==> src/ccp_pkg.sv <==
// package: register map, field layout, mode codes for the capture/compare/pwm unit
// assumes: 32-bit axi4-lite slave, one register per aligned word
package ccp_pkg;
    // printed offsets are not multiples of four: they are indices, byte address is index * 4
    localparam logic [7:0]  IDX_VALUE_LOW     = 8'h15;  // value_low_byte
    localparam logic [7:0]  IDX_VALUE_HIGH    = 8'h16;  // value_high_byte
    localparam logic [7:0]  IDX_UNIT_CONTROL  = 8'h17;  // unit_control
    localparam logic [7:0]  IDX_PERIPH_IRQ_EN = 8'h8C;  // peripheral_irq_enable
    localparam logic [7:0]  IDX_INTR_CONTROL  = 8'h0B;  // interrupt_control_register
    localparam logic [7:0]  IDX_PERIOD        = 8'h92;  // pwm_period_register
    localparam logic [7:0]  IDX_IRQ_STATUS    = 8'hC0;  // sticky event status
    localparam logic [7:0]  IDX_IRQ_MASK      = 8'hC1;  // event mask
    localparam logic [7:0]  IDX_TIMER_CTRL    = 8'hC2;  // timer run bits
    localparam logic [7:0]  IDX_TIMER16       = 8'hC3;  // sixteen_bit_timer_count, read only
    localparam logic [7:0]  IDX_TIMER8        = 8'hC4;  // period_timer_count, read only
    localparam int          ADDR_W            = 12;     // byte address width
    localparam int          BYTE_SHIFT        = 2;      // index to byte address
    // control field layout
    localparam int          MODE_LSB          = 0;
    localparam int          DUTY_LSB_POS      = 4;
    localparam logic [7:0]  CONTROL_WR_MASK   = 8'h3F;  // bits 7-6 unimplemented
    localparam int          IRQ_EN_BIT        = 2;      // unit_irq_enable
    localparam logic [7:0]  IRQ_EN_WR_MASK    = 8'h4F;  // implemented enable bits
    localparam int          GLOBAL_PERIPHERAL_IRQ_ENABLE_BIT          = 6;      // global_peripheral_irq_enable
    // event status bits
    localparam int          EV_MATCH          = 0;      // compare match
    localparam int          EV_CAPTURE        = 1;      // capture taken
    localparam int          EV_PERIOD         = 2;      // pwm period restart
    localparam int          EV_W              = 3;
    // timer control bits
    localparam int          T16_RUN_BIT       = 0;
    localparam int          T8_RUN_BIT        = 1;
    // mode codes
    localparam logic [3:0]  MODE_OFF          = 4'h0;
    localparam logic [3:0]  MODE_CAP_FALL     = 4'h4;
    localparam logic [3:0]  MODE_CAP_RISE     = 4'h5;
    localparam logic [3:0]  MODE_CAP_RISE4    = 4'h6;
    localparam logic [3:0]  MODE_CAP_RISE16   = 4'h7;
    localparam logic [3:0]  MODE_CMP_SET      = 4'h8;
    localparam logic [3:0]  MODE_CMP_CLR      = 4'h9;
    localparam logic [3:0]  MODE_CMP_SOFT     = 4'hA;
    localparam logic [3:0]  MODE_CMP_SPECIAL  = 4'hB;
    localparam logic [7:0]  PERIOD_RESET      = 8'hFF;  // period register reset value
    localparam logic [3:0]  PRESCALE_4        = 4'h3;   // last count of a 4-edge group
    localparam logic [3:0]  PRESCALE_16       = 4'hF;   // last count of a 16-edge group
    localparam logic [1:0]  RESP_OKAY         = 2'b00;
    localparam logic [1:0]  RESP_SLVERR       = 2'b10;
endpackage : ccp_pkg

==> src/capture_compare_pwm_unit.sv <==
// capture/compare/pwm unit with an axi4-lite register file and two interrupt lines
// assumes: single clock, pin input asynchronous, converter start taken as a pulse
`timescale 1ns/1ps
module capture_compare_pwm_unit
    import ccp_pkg::*;
(
    input  wire logic              clock,           // system clock, 250 MHz
    input  wire logic              reset,           // sync reset, high
    input  wire logic [ADDR_W-1:0] s_axi_awaddr,    // write address
    input  wire logic              s_axi_awvalid,   // write address valid
    output logic                   s_axi_awready,   // write address ready
    input  wire logic [31:0]       s_axi_wdata,     // write data
    input  wire logic [3:0]        s_axi_wstrb,     // write strobes
    input  wire logic              s_axi_wvalid,    // write data valid
    output logic                   s_axi_wready,    // write data ready
    output logic [1:0]             s_axi_bresp,     // write response
    output logic                   s_axi_bvalid,    // write response valid
    input  wire logic              s_axi_bready,    // write response ready
    input  wire logic [ADDR_W-1:0] s_axi_araddr,    // read address
    input  wire logic              s_axi_arvalid,   // read address valid
    output logic                   s_axi_arready,   // read address ready
    output logic [31:0]            s_axi_rdata,     // read data
    output logic [1:0]             s_axi_rresp,     // read response
    output logic                   s_axi_rvalid,    // read data valid
    input  wire logic              s_axi_rready,    // read data ready
    input  wire logic              capture_compare_pin_in,   // pin level from outside
    output logic                   capture_compare_pin_out,  // pin drive level
    output logic                   capture_compare_pin_oe,   // pin driven in compare and pwm modes
    output logic                   conversion_start,         // pulse: start analog conversion
    input  wire logic              converter_enabled,        // converter on, same domain
    output logic                   unit_irq,                 // unit interrupt to processor
    output logic                   event_irq                 // masked sticky event interrupt
);
    typedef struct packed {
        logic [7:0]        val_lo;      // value_low_byte
        logic [7:0]        val_hi;      // value_high_byte
        logic [5:0]        control;     // unit_control bits 5-0
        logic [7:0]        irq_en;      // peripheral_irq_enable
        logic              global_peripheral_irq_enable;        // global_peripheral_irq_enable
        logic [7:0]        period;      // pwm_period_register
        logic [1:0]        tmr_run;     // timer run bits
        logic [15:0]       t16;         // sixteen_bit_timer_count
        logic              unit_flag;   // unit_irq_flag
        logic [EV_W-1:0]   ev_status;   // sticky event status
        logic [EV_W-1:0]   ev_mask;     // event mask
        logic [3:0]        prescale;    // capture edge prescaler
        logic [9:0]        duty_latch;  // duty latched at period start
        logic              pin;         // pin output level
        logic              oe;          // pin output enable
        logic              conv;        // conversion start pulse
        logic              irq;         // unit interrupt out
        logic              ev_irq;      // event interrupt out
        logic              aw_got;      // write address held
        logic              w_got;       // write data held
        logic [ADDR_W-1:0] awaddr;      // held write address
        logic [31:0]       wdata;       // held write data
        logic              wstrb0;      // held low byte strobe
        logic              bvalid;      // write response pending
        logic [1:0]        bresp;       // write response code
        logic              rvalid;      // read data pending
        logic [31:0]       rdata;       // read data
        logic [1:0]        rresp;       // read response code
    } state_t;
    state_t s_q, s_d;

    logic       pin_level;   // synchronised pin
    logic       pin_rise;    // synchronised rising edge
    logic       pin_fall;    // synchronised falling edge
    logic [7:0] t8_count;    // period timer count
    logic       t8_restart;  // period wrap pulse
    logic [3:0] mode;        // mode_select_field
    logic       is_pwm;      // 11xx
    logic       is_cmp;      // 10xx
    logic       is_cap;      // 01xx

    assign mode   = s_q.control[MODE_LSB +: 4];
    assign is_pwm = mode[3] & mode[2];
    assign is_cmp = mode[3] & ~mode[2];
    assign is_cap = ~mode[3] & mode[2];

    // pin passes two flops before any logic
    edge_sync u_sync (
        .clock (clock),
        .reset (reset),
        .pin   (capture_compare_pin_in),
        .level (pin_level),
        .rise  (pin_rise),
        .fall  (pin_fall)
    );

    // pwm time base is the period timer
    period_timer #(.WIDTH(8)) u_t8 (
        .clock   (clock),
        .reset   (reset),
        .run     (s_q.tmr_run[T8_RUN_BIT]),
        .period  (s_q.period),
        .count   (t8_count),
        .restart (t8_restart)
    );

    // register read mux, unused bits read zero
    function automatic logic [31:0] read_word(input state_t st, input logic [7:0] idx,
                                              input logic [7:0] t8);
        logic [31:0] r;
        r = '0;
        case (idx)
            IDX_VALUE_LOW:     r[7:0] = st.val_lo;
            IDX_VALUE_HIGH:    r[7:0] = st.val_hi;
            IDX_UNIT_CONTROL:  r[5:0] = st.control;
            IDX_PERIPH_IRQ_EN: r[7:0] = st.irq_en;
            IDX_INTR_CONTROL:  r[GLOBAL_PERIPHERAL_IRQ_ENABLE_BIT] = st.global_peripheral_irq_enable;
            IDX_PERIOD:        r[7:0] = st.period;
            IDX_IRQ_STATUS:    r[EV_W-1:0] = st.ev_status;
            IDX_IRQ_MASK:      r[EV_W-1:0] = st.ev_mask;
            IDX_TIMER_CTRL:    r[1:0] = st.tmr_run;
            IDX_TIMER16:       r[15:0] = st.t16;
            IDX_TIMER8:        r[7:0] = t8;
            default:           r = '0;
        endcase
        return r;
    endfunction : read_word

    // known register index check
    function automatic logic mapped(input logic [7:0] idx);
        case (idx)
            IDX_VALUE_LOW, IDX_VALUE_HIGH, IDX_UNIT_CONTROL, IDX_PERIPH_IRQ_EN,
            IDX_INTR_CONTROL, IDX_PERIOD, IDX_IRQ_STATUS, IDX_IRQ_MASK,
            IDX_TIMER_CTRL, IDX_TIMER16, IDX_TIMER8: return 1'b1;
            default: return 1'b0;
        endcase
    endfunction : mapped

    // next-state logic: bus slave, timers, capture, compare, pwm, interrupts
    always_comb begin
        logic [7:0]       widx;       // write register index
        logic             wr_fire;    // write performed this cycle
        logic             match;      // timer equals value register
        logic             cap_ev;     // qualifying capture
        logic [EV_W-1:0]  ev_set;     // events this cycle
        logic [EV_W-1:0]  ev_clr;     // write-one-to-clear bits
        logic             flag_clr;   // software clears unit flag
        logic [9:0]       duty_now;   // programmed duty
        logic [9:0]       pwm_pos;    // position within period, 2 fine bits
        s_d      = s_q;
        widx     = '0;
        wr_fire  = 1'b0;
        match    = 1'b0;
        cap_ev   = 1'b0;
        ev_set   = '0;
        ev_clr   = '0;
        flag_clr = 1'b0;
        duty_now = {s_q.val_lo, s_q.control[DUTY_LSB_POS +: 2]};
        pwm_pos  = {t8_count, 2'b00};
        s_d.conv = 1'b0;

        // accept address and data in either order
        if (s_axi_awvalid && !s_q.aw_got) begin
            s_d.aw_got = 1'b1;
            s_d.awaddr = s_axi_awaddr;
        end
        if (s_axi_wvalid && !s_q.w_got) begin
            s_d.w_got  = 1'b1;
            s_d.wdata  = s_axi_wdata;
            s_d.wstrb0 = s_axi_wstrb[0];
        end
        if (s_q.bvalid && s_axi_bready) begin
            s_d.bvalid = 1'b0;
        end
        // both halves held: perform write, raise response
        if (s_q.aw_got && s_q.w_got && !s_q.bvalid) begin
            widx       = s_q.awaddr[BYTE_SHIFT +: 8];
            wr_fire    = s_q.wstrb0 && (s_q.awaddr[ADDR_W-1:BYTE_SHIFT+8] == '0) && mapped(widx);
            s_d.aw_got = 1'b0;
            s_d.w_got  = 1'b0;
            s_d.bvalid = 1'b1;
            s_d.bresp  = (mapped(widx) && s_q.awaddr[ADDR_W-1:BYTE_SHIFT+8] == '0) ? RESP_OKAY : RESP_SLVERR;
        end

        // read channel, one outstanding
        if (s_q.rvalid && s_axi_rready) begin
            s_d.rvalid = 1'b0;
        end
        if (s_axi_arvalid && !s_q.rvalid) begin
            s_d.rvalid = 1'b1;
            if (s_axi_araddr[ADDR_W-1:BYTE_SHIFT+8] == '0 && mapped(s_axi_araddr[BYTE_SHIFT +: 8])) begin
                s_d.rdata = read_word(s_q, s_axi_araddr[BYTE_SHIFT +: 8], t8_count);
                s_d.rresp = RESP_OKAY;
            end else begin
                s_d.rdata = '0;
                s_d.rresp = RESP_SLVERR;
            end
        end

        if (s_q.tmr_run[T16_RUN_BIT]) begin
            s_d.t16 = s_q.t16 + 16'h0001;
        end
        // match only while timer runs
        match = s_q.tmr_run[T16_RUN_BIT] && (s_q.t16 == {s_q.val_hi, s_q.val_lo});

        if (mode == MODE_OFF) begin
            s_d.prescale   = '0;
            s_d.pin        = 1'b0;
            s_d.oe         = 1'b0;
            s_d.duty_latch = '0;
        end else if (is_cap) begin
            // pin released for capture
            s_d.oe = 1'b0;
            case (mode)
                MODE_CAP_FALL: cap_ev = pin_fall;
                MODE_CAP_RISE: cap_ev = pin_rise;
                MODE_CAP_RISE4: begin
                    if (pin_rise) begin
                        s_d.prescale = (s_q.prescale >= PRESCALE_4) ? 4'h0 : s_q.prescale + 4'h1;
                        cap_ev       = (s_q.prescale >= PRESCALE_4);
                    end
                end
                MODE_CAP_RISE16: begin
                    if (pin_rise) begin
                        s_d.prescale = s_q.prescale + 4'h1;
                        cap_ev       = (s_q.prescale == PRESCALE_16);
                    end
                end
                default: cap_ev = 1'b0;
            endcase
            if (cap_ev) begin
                s_d.val_lo = s_q.t16[7:0];
                s_d.val_hi = s_q.t16[15:8];
                ev_set[EV_CAPTURE] = 1'b1;
            end
        end else if (is_cmp) begin
            // unit drives pin on compare
            s_d.oe = 1'b1;
            if (match) begin
                ev_set[EV_MATCH] = 1'b1;
                case (mode)
                    MODE_CMP_SET: s_d.pin = 1'b1;
                    MODE_CMP_CLR: s_d.pin = 1'b0;
                    MODE_CMP_SOFT: s_d.pin = s_q.pin;
                    // special event: clear timer, start conversion when converter enabled
                    MODE_CMP_SPECIAL: begin
                        s_d.t16  = '0;
                        s_d.conv = converter_enabled;
                    end
                    default: s_d.pin = s_q.pin;
                endcase
            end
        end else begin
            // pwm: duty latched at each period start
            s_d.oe = 1'b1;
            if (t8_restart) begin
                s_d.duty_latch = duty_now;
                s_d.pin        = (duty_now != '0);
                ev_set[EV_PERIOD] = 1'b1;
            // duty beyond period never reached, pin stays high
            end else if (s_q.tmr_run[T8_RUN_BIT] && pwm_pos >= s_q.duty_latch) begin
                s_d.pin = 1'b0;
            end
        end

        // software writes, low byte lane only
        if (wr_fire) begin
            case (widx)
                IDX_VALUE_LOW:     s_d.val_lo = s_q.wdata[7:0];
                IDX_VALUE_HIGH:    s_d.val_hi = s_q.wdata[7:0];
                IDX_UNIT_CONTROL:  s_d.control = s_q.wdata[5:0] & CONTROL_WR_MASK[5:0];
                IDX_PERIPH_IRQ_EN: s_d.irq_en = s_q.wdata[7:0] & IRQ_EN_WR_MASK;
                IDX_INTR_CONTROL:  s_d.global_peripheral_irq_enable = s_q.wdata[GLOBAL_PERIPHERAL_IRQ_ENABLE_BIT];
                IDX_PERIOD:        s_d.period = s_q.wdata[7:0];
                IDX_IRQ_STATUS: begin
                    ev_clr   = s_q.wdata[EV_W-1:0];
                    flag_clr = s_q.wdata[EV_MATCH] | s_q.wdata[EV_CAPTURE];
                end
                IDX_IRQ_MASK:      s_d.ev_mask = s_q.wdata[EV_W-1:0];
                IDX_TIMER_CTRL:    s_d.tmr_run = s_q.wdata[1:0];
                default:           s_d.rdata = s_d.rdata;
            endcase
        end

        // sticky status, set wins over clear
        s_d.ev_status = (s_q.ev_status & ~ev_clr) | ev_set;
        s_d.unit_flag = (s_q.unit_flag & ~flag_clr) | ev_set[EV_MATCH] | ev_set[EV_CAPTURE];
        // unit flag gated by both enables
        s_d.irq    = s_d.unit_flag & s_d.irq_en[IRQ_EN_BIT] & s_d.global_peripheral_irq_enable;
        s_d.ev_irq = |(s_d.ev_status & s_d.ev_mask);
    end

    // control and enables reset to zero
    always_ff @(posedge clock) begin
        if (reset) begin
            s_q        <= '0;
            s_q.period <= PERIOD_RESET;
        end else begin
            s_q <= s_d;
        end
    end

    // outputs straight from state flops
    assign s_axi_awready           = ~s_q.aw_got;
    assign s_axi_wready            = ~s_q.w_got;
    assign s_axi_bvalid            = s_q.bvalid;
    assign s_axi_bresp             = s_q.bresp;
    assign s_axi_arready           = ~s_q.rvalid;
    assign s_axi_rvalid            = s_q.rvalid;
    assign s_axi_rdata             = s_q.rdata;
    assign s_axi_rresp             = s_q.rresp;
    assign capture_compare_pin_out = s_q.pin;
    assign capture_compare_pin_oe  = s_q.oe;
    assign conversion_start        = s_q.conv;
    assign unit_irq                = s_q.irq;
    assign event_irq               = s_q.ev_irq;
endmodule : capture_compare_pwm_unit

==> src/edge_sync.sv <==
// two-flop synchroniser with rise/fall pulses on the settled level
// assumes: async pin input, single clock domain
`timescale 1ns/1ps
module edge_sync
    import ccp_pkg::*;
(
    input  wire logic clock,    // system clock
    input  wire logic reset,    // sync reset, high
    input  wire logic pin,      // asynchronous pin level
    output logic      level,    // synchronised level
    output logic      rise,     // one-cycle rising pulse
    output logic      fall      // one-cycle falling pulse
);
    typedef struct packed {
        logic meta;   // first flop, read only by second
        logic sync;   // second flop
        logic last;   // previous settled level
    } state_t;
    state_t s_q, s_d;

    // shift the pin through the chain
    always_comb begin
        s_d      = s_q;
        s_d.meta = pin;
        s_d.sync = s_q.meta;
        s_d.last = s_q.sync;
    end

    // register the chain
    always_ff @(posedge clock) begin
        if (reset) begin
            s_q <= '0;
        end else begin
            s_q <= s_d;
        end
    end

    assign level = s_q.sync;
    assign rise  = s_q.sync & ~s_q.last;
    assign fall  = ~s_q.sync & s_q.last;
endmodule : edge_sync

==> src/period_timer.sv <==
// 8-bit period-match timer: counts up, restarts after reaching the period
// assumes: period and run come from the register file in the same clock domain
`timescale 1ns/1ps
module period_timer
    import ccp_pkg::*;
#(
    parameter int WIDTH = 8     // counter width
)(
    input  wire logic             clock,    // system clock
    input  wire logic             reset,    // sync reset, high
    input  wire logic             run,      // count enable level
    input  wire logic [WIDTH-1:0] period,   // last count of a period
    output logic      [WIDTH-1:0] count,    // current count
    output logic                  restart   // pulse: new period starts next
);
    if (WIDTH < 2) begin : g_width
        $error("period_timer: WIDTH too small");
    end
    typedef struct packed {
        logic [WIDTH-1:0] cnt;   // running count
    } state_t;
    state_t s_q, s_d;

    // count and wrap on period match
    always_comb begin
        s_d = s_q;
        if (run) begin
            s_d.cnt = restart ? '0 : s_q.cnt + 1'b1;
        end
    end

    always_ff @(posedge clock) begin
        if (reset) begin
            s_q <= '0;
        end else begin
            s_q <= s_d;
        end
    end

    assign count   = s_q.cnt;
    assign restart = run && (s_q.cnt == period);
endmodule : period_timer

==> config.mk <==
export PLATFORM = sky130hd
export DESIGN_NAME = capture_compare_pwm_unit
export DESIGN_NICKNAME = d
export VERILOG_FILES = /design/src/ccp_pkg.sv /design/src/capture_compare_pwm_unit.sv /design/src/edge_sync.sv /design/src/period_timer.sv
export SDC_FILE = /design/constraint.sdc
export NUM_CORES = 1
export LEC_CHECK = 0
export ABC_AREA = 1
export BUFFER_PORTS_ARGS = -buffer_cell sky130_fd_sc_hd__buf_2
export CELL_PAD_IN_SITES_DETAIL_PLACEMENT = 1
export CELL_PAD_IN_SITES_GLOBAL_PLACEMENT = 2
export CORE_MARGIN = 2
export CORE_UTILIZATION = 33
export DETAILED_ROUTE_END_ITERATION = 7
export GPL_TIMING_DRIVEN = 0
export PLACE_DENSITY_LB_ADDON = 0.1
export SLEW_MARGIN = 20
export SYNTH_ARGS = -nofsm -noshare
export SYNTH_HDL_FRONTEND = slang
export SYNTH_SLANG_ARGS = --single-unit
==> constraint.sdc <==
create_clock -name clock -period 2.8 [get_ports clock]
set_input_delay 0.28 -clock clock [delete_from_list [all_inputs] [get_ports clock]]
set_output_delay 0.28 -clock clock [all_outputs]
set_load 0.1 [all_outputs]
==> reports/metrics.cfg, run 1 <==
[yosys]
synth.most_common_cell = nand2_1
yosysSeqAreaShare_pct = 35.60
synth_area_leaders = dfxtp_1 (36%), nand2_1 (15%), nor2_1 (10%)
synth_commonest_cells = nand2_1 (304), nor2_1 (206), inv_1 (155)
synth_edf_count = 0
ys.warnings.count = 0
synth_top_area_share_pct = 35.60
synth_top_flop_cell = dfxtp_1
synth-async-reset-ratio_pct = 0
ys_types = 37
yosys.area.top_type = dfxtp_1
syn_inst = 1173
avgSynthCellArea_sq_um = 6.329
ys_ff_latch = 132
syn_area_sq_um = 7423

[clock_tree]
clk_path_buf_depth = 2
post-cts-setup-buffers = 0
clk_pin_slew_ns = 0.07
cts_num_sinks = 132
cts_resized = 0
cts_tree = built
cts_buffers = 17
cts_hold_buf = 0
h-tree-depth = 4
insertion_delay_ns = 0.43
root_buffer = clkbuf_16

[power]
switchingPower_mw = 1.326
swShare_pct = 28.89
power_density_nw_per_um2 = 524.5
p_leak_nw = 4.129
total_power_mw = 4.588
pwr-share-comb_pct = 8.8
p_int_mw = 3.263
power_frac_clock_pct = 48.7
peakVddDrop_mv = 0.3198
seqPwrFrac_pct = 42.5

[timing]
min_period_over_period_pct = 93.18
max_slew_margin_pct = 43.95
fmax_mhz = 383.3
period_minus_slack_ns = 2.609
final-setup-viol-count = 0
hold_ws_ns = 0.02415
fin_skew_ns = 0.008881
finalHoldViolCount = 0
worst_slew_pin_slew_ns = 0.8407
slew_violations = 0

[hold_path]
hold-path-endpoint = s_axi_bvalid
hp-start = s_axi_bready
hold_path_depth = 2
hold_path.class = in2reg

[detailed_routing]
drt_iter0_drc = 389
drtAntennaViolNets = 0
routed_wl_microns = 27210
dr.pass1.iters = 6
vias_per_cell = 4.899
wire_per_inst_microns = 17.36
drc_errors = 0
vias = 7676

[layout]
nets = 1357
drive_above_1_share_pct = 11.89
area_growth_pct = 17.85
instances_no_fill = 1567
nFillCells = 2928
antenna_cells = 0

[global_route]
grt_pass1_vias = 7579
grt_pass1_wl_microns = 42480
grt_use_total_pct = 23.52
grt.overflow.total = 0
grt_max_degree = 17
antenna_found_initial = 0

[job]
maxCapViolations = 0

[critical_path]
reg2reg_from = mode[3]
cp_slowest_stage_delay_ns = 0.36
cp.arrival_ns = 2.92
cp.required_ns = 3.12
r2r_cells = 12
path_cells = inv_1, ha_1, nand2_1, inv_1, nand2_1, nand3_1, nand3_1, nand2_1, clkbuf_1, nand2_1, nor2_1, nor2_1
cp_num_buf_inv = 3
crit_path_frequent_cell = nand2_1
crit_path_end_kind = flop
cpLargestDelayFamily = simple AND/OR/NAND/NOR gates
cp-start-kind = flop
critPathMaxFanout = 10
worstSetupPathType = reg2reg
r2r_slack_ns = 0.19
slowest_stage = clkbuf_1
r2r-end = unit_irq

[floorplan]
die_x_microns = 154.0
core_sq_um = 21960
ios = 115
initial_core_util_pct = 33.81
rows = 54
die_area_sq_um = 23710
die_y_microns = 154.0

[status]
status = complete, no violations

[place]
hpwl_microns = 21760
placedCellCount = 1535
gp_congestion = 0.9139
numPortBuffers = 65

==> logic make-up (layout without fill, tap and decap cells) <==
kind of cell / Yosys count / count (layout) / share of synthesized area, %
xor+xnor: 19 / 19 / 2.242
fa+ha+maj: 14 / 14 / 2.360
simple gates: 631 / 631 / 35.16
compound gates: 154 / 154 / 11.44
buf+inv: 222 / 319 / 13.15
other cells: 1 / 18 / 0.05052
flops: 132 / 132 / 35.60
==> worst reg2reg max path: cells and delay by family, from the launching register on <==
kind	cells	cell delay, ns
adders and majority gates	1	0.25
DFF	1	0.31
and+or+nand+nor	8	1.34
buffers and inverters	3	0.60
==> cells in the final DEF (no fill, tap or decap), drive strengths merged, types with 18 or more instances in the layout <==
| master | netlist | routed |
|---|---|---|
| nand2 | 308 | 308 |
| nor2 | 209 | 209 |
| inv | 157 | 165 |
| dfxtp | 132 | 132 |
| buf | 41 | 106 |
| o21ai | 61 | 61 |
| a21oi | 55 | 55 |
| nand3 | 55 | 55 |
| clkbuf | 24 | 42 |
| nand4 | 28 | 28 |
| nor3 | 19 | 19 |
| conb | 1 | 18 |
==> cell type report <==
class	count	area (sq um)	area share (%)
Sequential cell	132	2643	30.21
Clock inverter	14	140.1	1.602
Multi-Input combinational cell	836	3874	44.28
Clock buffer	18	439.2	5.020
Tap cell	280	350.3	4.005
Timing Repair Buffer	65	325.3	3.719
Buffer	65	387.9	4.434
Inverter	157	589.3	6.736
==> metal layers <==
layer,track usage (%),routed length [microns],vias up
li1,-,-,3859
met1,32.03,13350,3663
met2,39.03,12440,126
met3,3.439,897,28
met4,6.186,523,0
met5,0,0,-
==> how the worst max path moves through the flow <==
stage / startpoint / to / cells past startpoint
3_3_place_gp: s_q[116] / s_q[113] / 11
4_1_cts: s_q[116] / s_q[111] / 11
5_1_grt: mode[3] / unit_irq / 12
2_1_floorplan: s_axi_rvalid / s_axi_rdata[10] / 7
3_5_place_dp: s_q[116] / s_q[111] / 11
6_report: mode[3] / unit_irq / 12
==> flip-flops by register name, indices dropped and copies added (netlist names) <==
signal	cells
mode	4
u_sync.s_d	1
conversion_start	1
u_t8.count	8
s_axi_rvalid	1
u_sync.level	1
s_axi_rresp	1
event_irq	1
u_sync.s_q	1
capture_compare_pin_oe	1
s_axi_bresp	1
s_q	92
s_axi_rdata	16
s_axi_bvalid	1
capture_compare_pin_out	1
unit_irq	1
==> per-stage QoR <==
step | utilization, % | worst slack [ns] | instance area, sq um | setup TNS (ns)
after global placement | 37.17 | 0.1335 | 8163 | 0
after global routing | 39.84 | -0.007278 | 8748 | -0.007278
after CTS | 39.81 | 0.1190 | 8742 | 0
after detailed placement | 37.17 | 0.1334 | 8163 | 0
after floorplan | - | 0.2013 | 7487 | 0
final | 39.84 | 0.1910 | 8748 | 0
==> power by group through the flow <==
stage               combinational (mW)  clock [mW]  sequential (mW)
global route                     0.436        2.38             1.95
finish                           0.402        2.24             1.95
detailed placement               0.404           0             1.99
floorplan                        0.293           0             1.98
global placement                 0.402           0             1.99
CTS                              0.405        2.29             1.95
Power figures use the tool's default switching activity.
==> run 2, diff against run 1 <==
--- a/config.mk
+++ b/config.mk
@@ -13,8 +13,11 @@
 export CORE_UTILIZATION = 33
 export DETAILED_ROUTE_END_ITERATION = 7
 export GPL_TIMING_DRIVEN = 0
+export MAX_ROUTING_LAYER = met4
 export PLACE_DENSITY_LB_ADDON = 0.1
+export REMOVE_ABC_BUFFERS = 1
 export SLEW_MARGIN = 20
 export SYNTH_ARGS = -nofsm -noshare
 export SYNTH_HDL_FRONTEND = slang
+export SYNTH_HIERARCHICAL = 1
 export SYNTH_SLANG_ARGS = --single-unit
==> reports/metrics.cfg, run 2 <==
[layout]
nets = 1301  ; -4.1%
nFillCells = 2980  ; +1.8%
antenna_cells = 0  ; unchanged
top_register = s_q
final_common_cell = nand2_1
area_growth_pct = 12.64
largest_register_ffs = 92  ; unchanged
final_util_pct = 37.91  ; -1.9 points
instances_no_fill = 1516  ; -3.3%
final_cell_mix = nand2_1 (280), nor2_1 (183), inv_1 (152), dfxtp_1 (132), nand3_1 (92)
finalInstanceArea_sq_um = 8608  ; -1.6%
drive_above_1_share_pct = 12.02  ; +0.13 points

[yosys]
synth_edf_count = 0  ; unchanged
synth_area_leaders = dfxtp_1 (35%), nand2_1 (14%), nor2_1 (9.0%)
muxShareOfSynthArea_pct = 0  ; unchanged
yosys.area_share.simple_pct = 35.92  ; +0.76 points
avgSynthCellArea_sq_um = 6.471  ; +2.3%
synth-compound-area-share_pct = 12.05  ; +0.61 points
synth_top_family_by_area = simple AND/OR/NAND/NOR gates
synth.most_common_cell = nand2_1
synth-async-reset-ratio_pct = 0  ; unchanged
ys.warnings.count = 6  ; +6
synth_commonest_cells = nand2_1 (280), nor2_1 (184), inv_1 (153)
yosys.area_share.xor_xnor_pct = 1.490  ; -0.75 points
synthAdderAreaFrac_pct = 2.292  ; -0.068 points
yosys.area.top_type = dfxtp_1
syn_inst = 1181  ; +0.68%
synth_top_area_share_pct = 34.58  ; -1.0 points
ys_types = 44  ; +19%
ys_ff_latch = 132  ; unchanged
synth_top_flop_cell = dfxtp_1
yosysSeqAreaShare_pct = 34.58  ; -1.0 points
syn_area_sq_um = 7642  ; +2.9%

[clock_tree]
cts_num_sinks = 132  ; unchanged
cts_buffers = 17  ; unchanged
clk_pin_slew_ns = 0.06  ; about the same
h-tree-depth = 4  ; unchanged
cts_tree = built
cts_hold_buf = 0  ; unchanged
insertion_delay_ns = 0.43  ; about the same
root_buffer = clkbuf_16
clk_path_buf_depth = 2  ; unchanged

[critical_path]
path_cells = inv_1, ha_1, nand3_1, o2111ai_4, nand2_4, nand2_1, nand3_1, nand2_1, nor2_1
slowest_stage = o2111ai_4
cp.required_ns = 3.12  ; about the same
critPathMaxFanout = 19  ; +9
cp.arrival_ns = 2.89  ; -0.03 ns
worstSetupPathType = reg2reg
cp_slowest_stage_delay_ns = 0.66  ; +0.30 ns
cp-start-kind = flop
crit_path_end_kind = flop

[global_route]
grt.overflow.total = 0  ; unchanged
grt_pass1_wl_microns = 40540  ; -4.5%
antenna_found_initial = 0  ; unchanged
grt_max_degree = 44  ; +27
grt_use_total_pct = 22.42  ; -1.1 points
grt_pass1_vias = 7366  ; -2.8%

[floorplan]
core_sq_um = 22710  ; +3.4%
die_y_microns = 156.2  ; +1.4%
rows = 55  ; +1.9%
die_area_sq_um = 24390  ; +2.9%
ios = 115  ; unchanged
die_x_microns = 156.2  ; +1.4%
initial_core_util_pct = 33.65  ; -0.15 points

[timing]
worst_slew_pin_slew_ns = 1.023  ; +0.1827 ns
finalHoldViolCount = 0  ; unchanged
slew_violations = 0  ; unchanged
fin_skew_ns = 0.01291  ; +0.004030 ns
fmax_mhz = 389.3  ; +1.6%
grt_setup_unrepaired = false
tns_ns = 0  ; unchanged
max_slew_margin_pct = 31.78  ; -12 points
min_period_over_period_pct = 91.74  ; -1.4 points
period_minus_slack_ns = 2.569  ; -0.04029 ns
final-setup-viol-count = 0  ; unchanged
hold_ws_ns = 0.04178  ; +0.01763 ns
setup_ws_ns = 0.2312  ; +0.04029 ns

[power]
total_power_mw = 4.590  ; about the same
power_density_nw_per_um2 = 533.2  ; +1.7%
p_leak_nw = 4.109  ; -0.49%
peakVddDrop_mv = 0.2234  ; -30%

[hold_path]
hold_path.class = in2reg

[detailed_routing]
drt_iter0_drc = 244  ; -37%
vias = 7336  ; -4.4%
dr.pass1.iters = 4  ; -2
vias_per_cell = 4.839  ; -1.2%
routed_wl_microns = 25560  ; -6.1%
drtAntennaViolNets = 0  ; unchanged
drc_errors = 0  ; unchanged
wire_per_inst_microns = 16.86  ; -2.9%

[place]
placedCellCount = 1483  ; -3.4%
place_area_sq_um = 7995  ; -2.1%
hpwl_microns = 19640  ; -9.7%
dpl_worst_slack_ns = -0.2359  ; -0.3693 ns
numPortBuffers = 65  ; unchanged
gp_congestion = 0.9055  ; -0.92%

[job]
maxCapViolations = 0  ; unchanged

[status]
status = complete, no violations

==> run 2: metal layers <==
metal	vias up	wire (microns)	GRT usage (%)
met5	-	0	-
met4	0	279	5.068
met3	14	811	3.972
met2	95	11870	36.03
met1	3446	12600	29.50
li1	3781	-	-
==> run 2: what timing repair did <==
item	CTS	global route
gates resized for setup	1	1
setup endpoints to repair	20	22
setup buffers	0	1
==> run 2: power by group <==
group | switching (mW) | total [mW] | leakage, nW | internal (mW)
sequential | 0.0463 | 1.96 | 1.07 | 1.91
combinational | 0.303 | 0.365 | 2.76 | 0.0626
clock | 0.907 | 2.27 | 0.283 | 1.36
==> run 2: final cells by class <==
cell class	instances	area (sq um)	share of cell area (%)
Sequential cell	132	2643	30.70
Multi-Input combinational cell	836	4041	46.95
Inverter	163	614.3	7.137
Clock inverter	11	128.9	1.497
Tap cell	285	356.6	4.142
Clock buffer	21	460.4	5.349
Timing Repair Buffer	68	364.1	4.230
==> run 2: worst paths after layout <==
kind                 start      endpoint  slack, ns  cells past startpoint
max                mode[3]      s_q[161]       0.23                      9
min reg2reg  u_sync/s_d[1]  u_sync/level       0.41                      2
max reg2reg        mode[3]      s_q[161]       0.23                      9
min           s_axi_bready  s_axi_bvalid       0.04                      2
==> run 2: critical path, delay by kind of cell, from the launching register on <==
kind | cells | cell delay [ns]
AND/OR/NAND/NOR | 6 | 0.93
buffers and inverters | 1 | 0.18
adder cells (fa/ha/maj) | 1 | 0.36
flip-flops | 1 | 0.32
AO/OA/AOI/OAI | 1 | 0.66
==> run 2: logic make-up after synthesis <==
| family | count (synthesis) |
|---|---|
| other cells | 1 |
| fa+ha+maj | 14 |
| flops | 132 |
| buf+inv | 230 |
| simple gates | 629 |
| xor+xnor | 13 |
| compound gates | 162 |
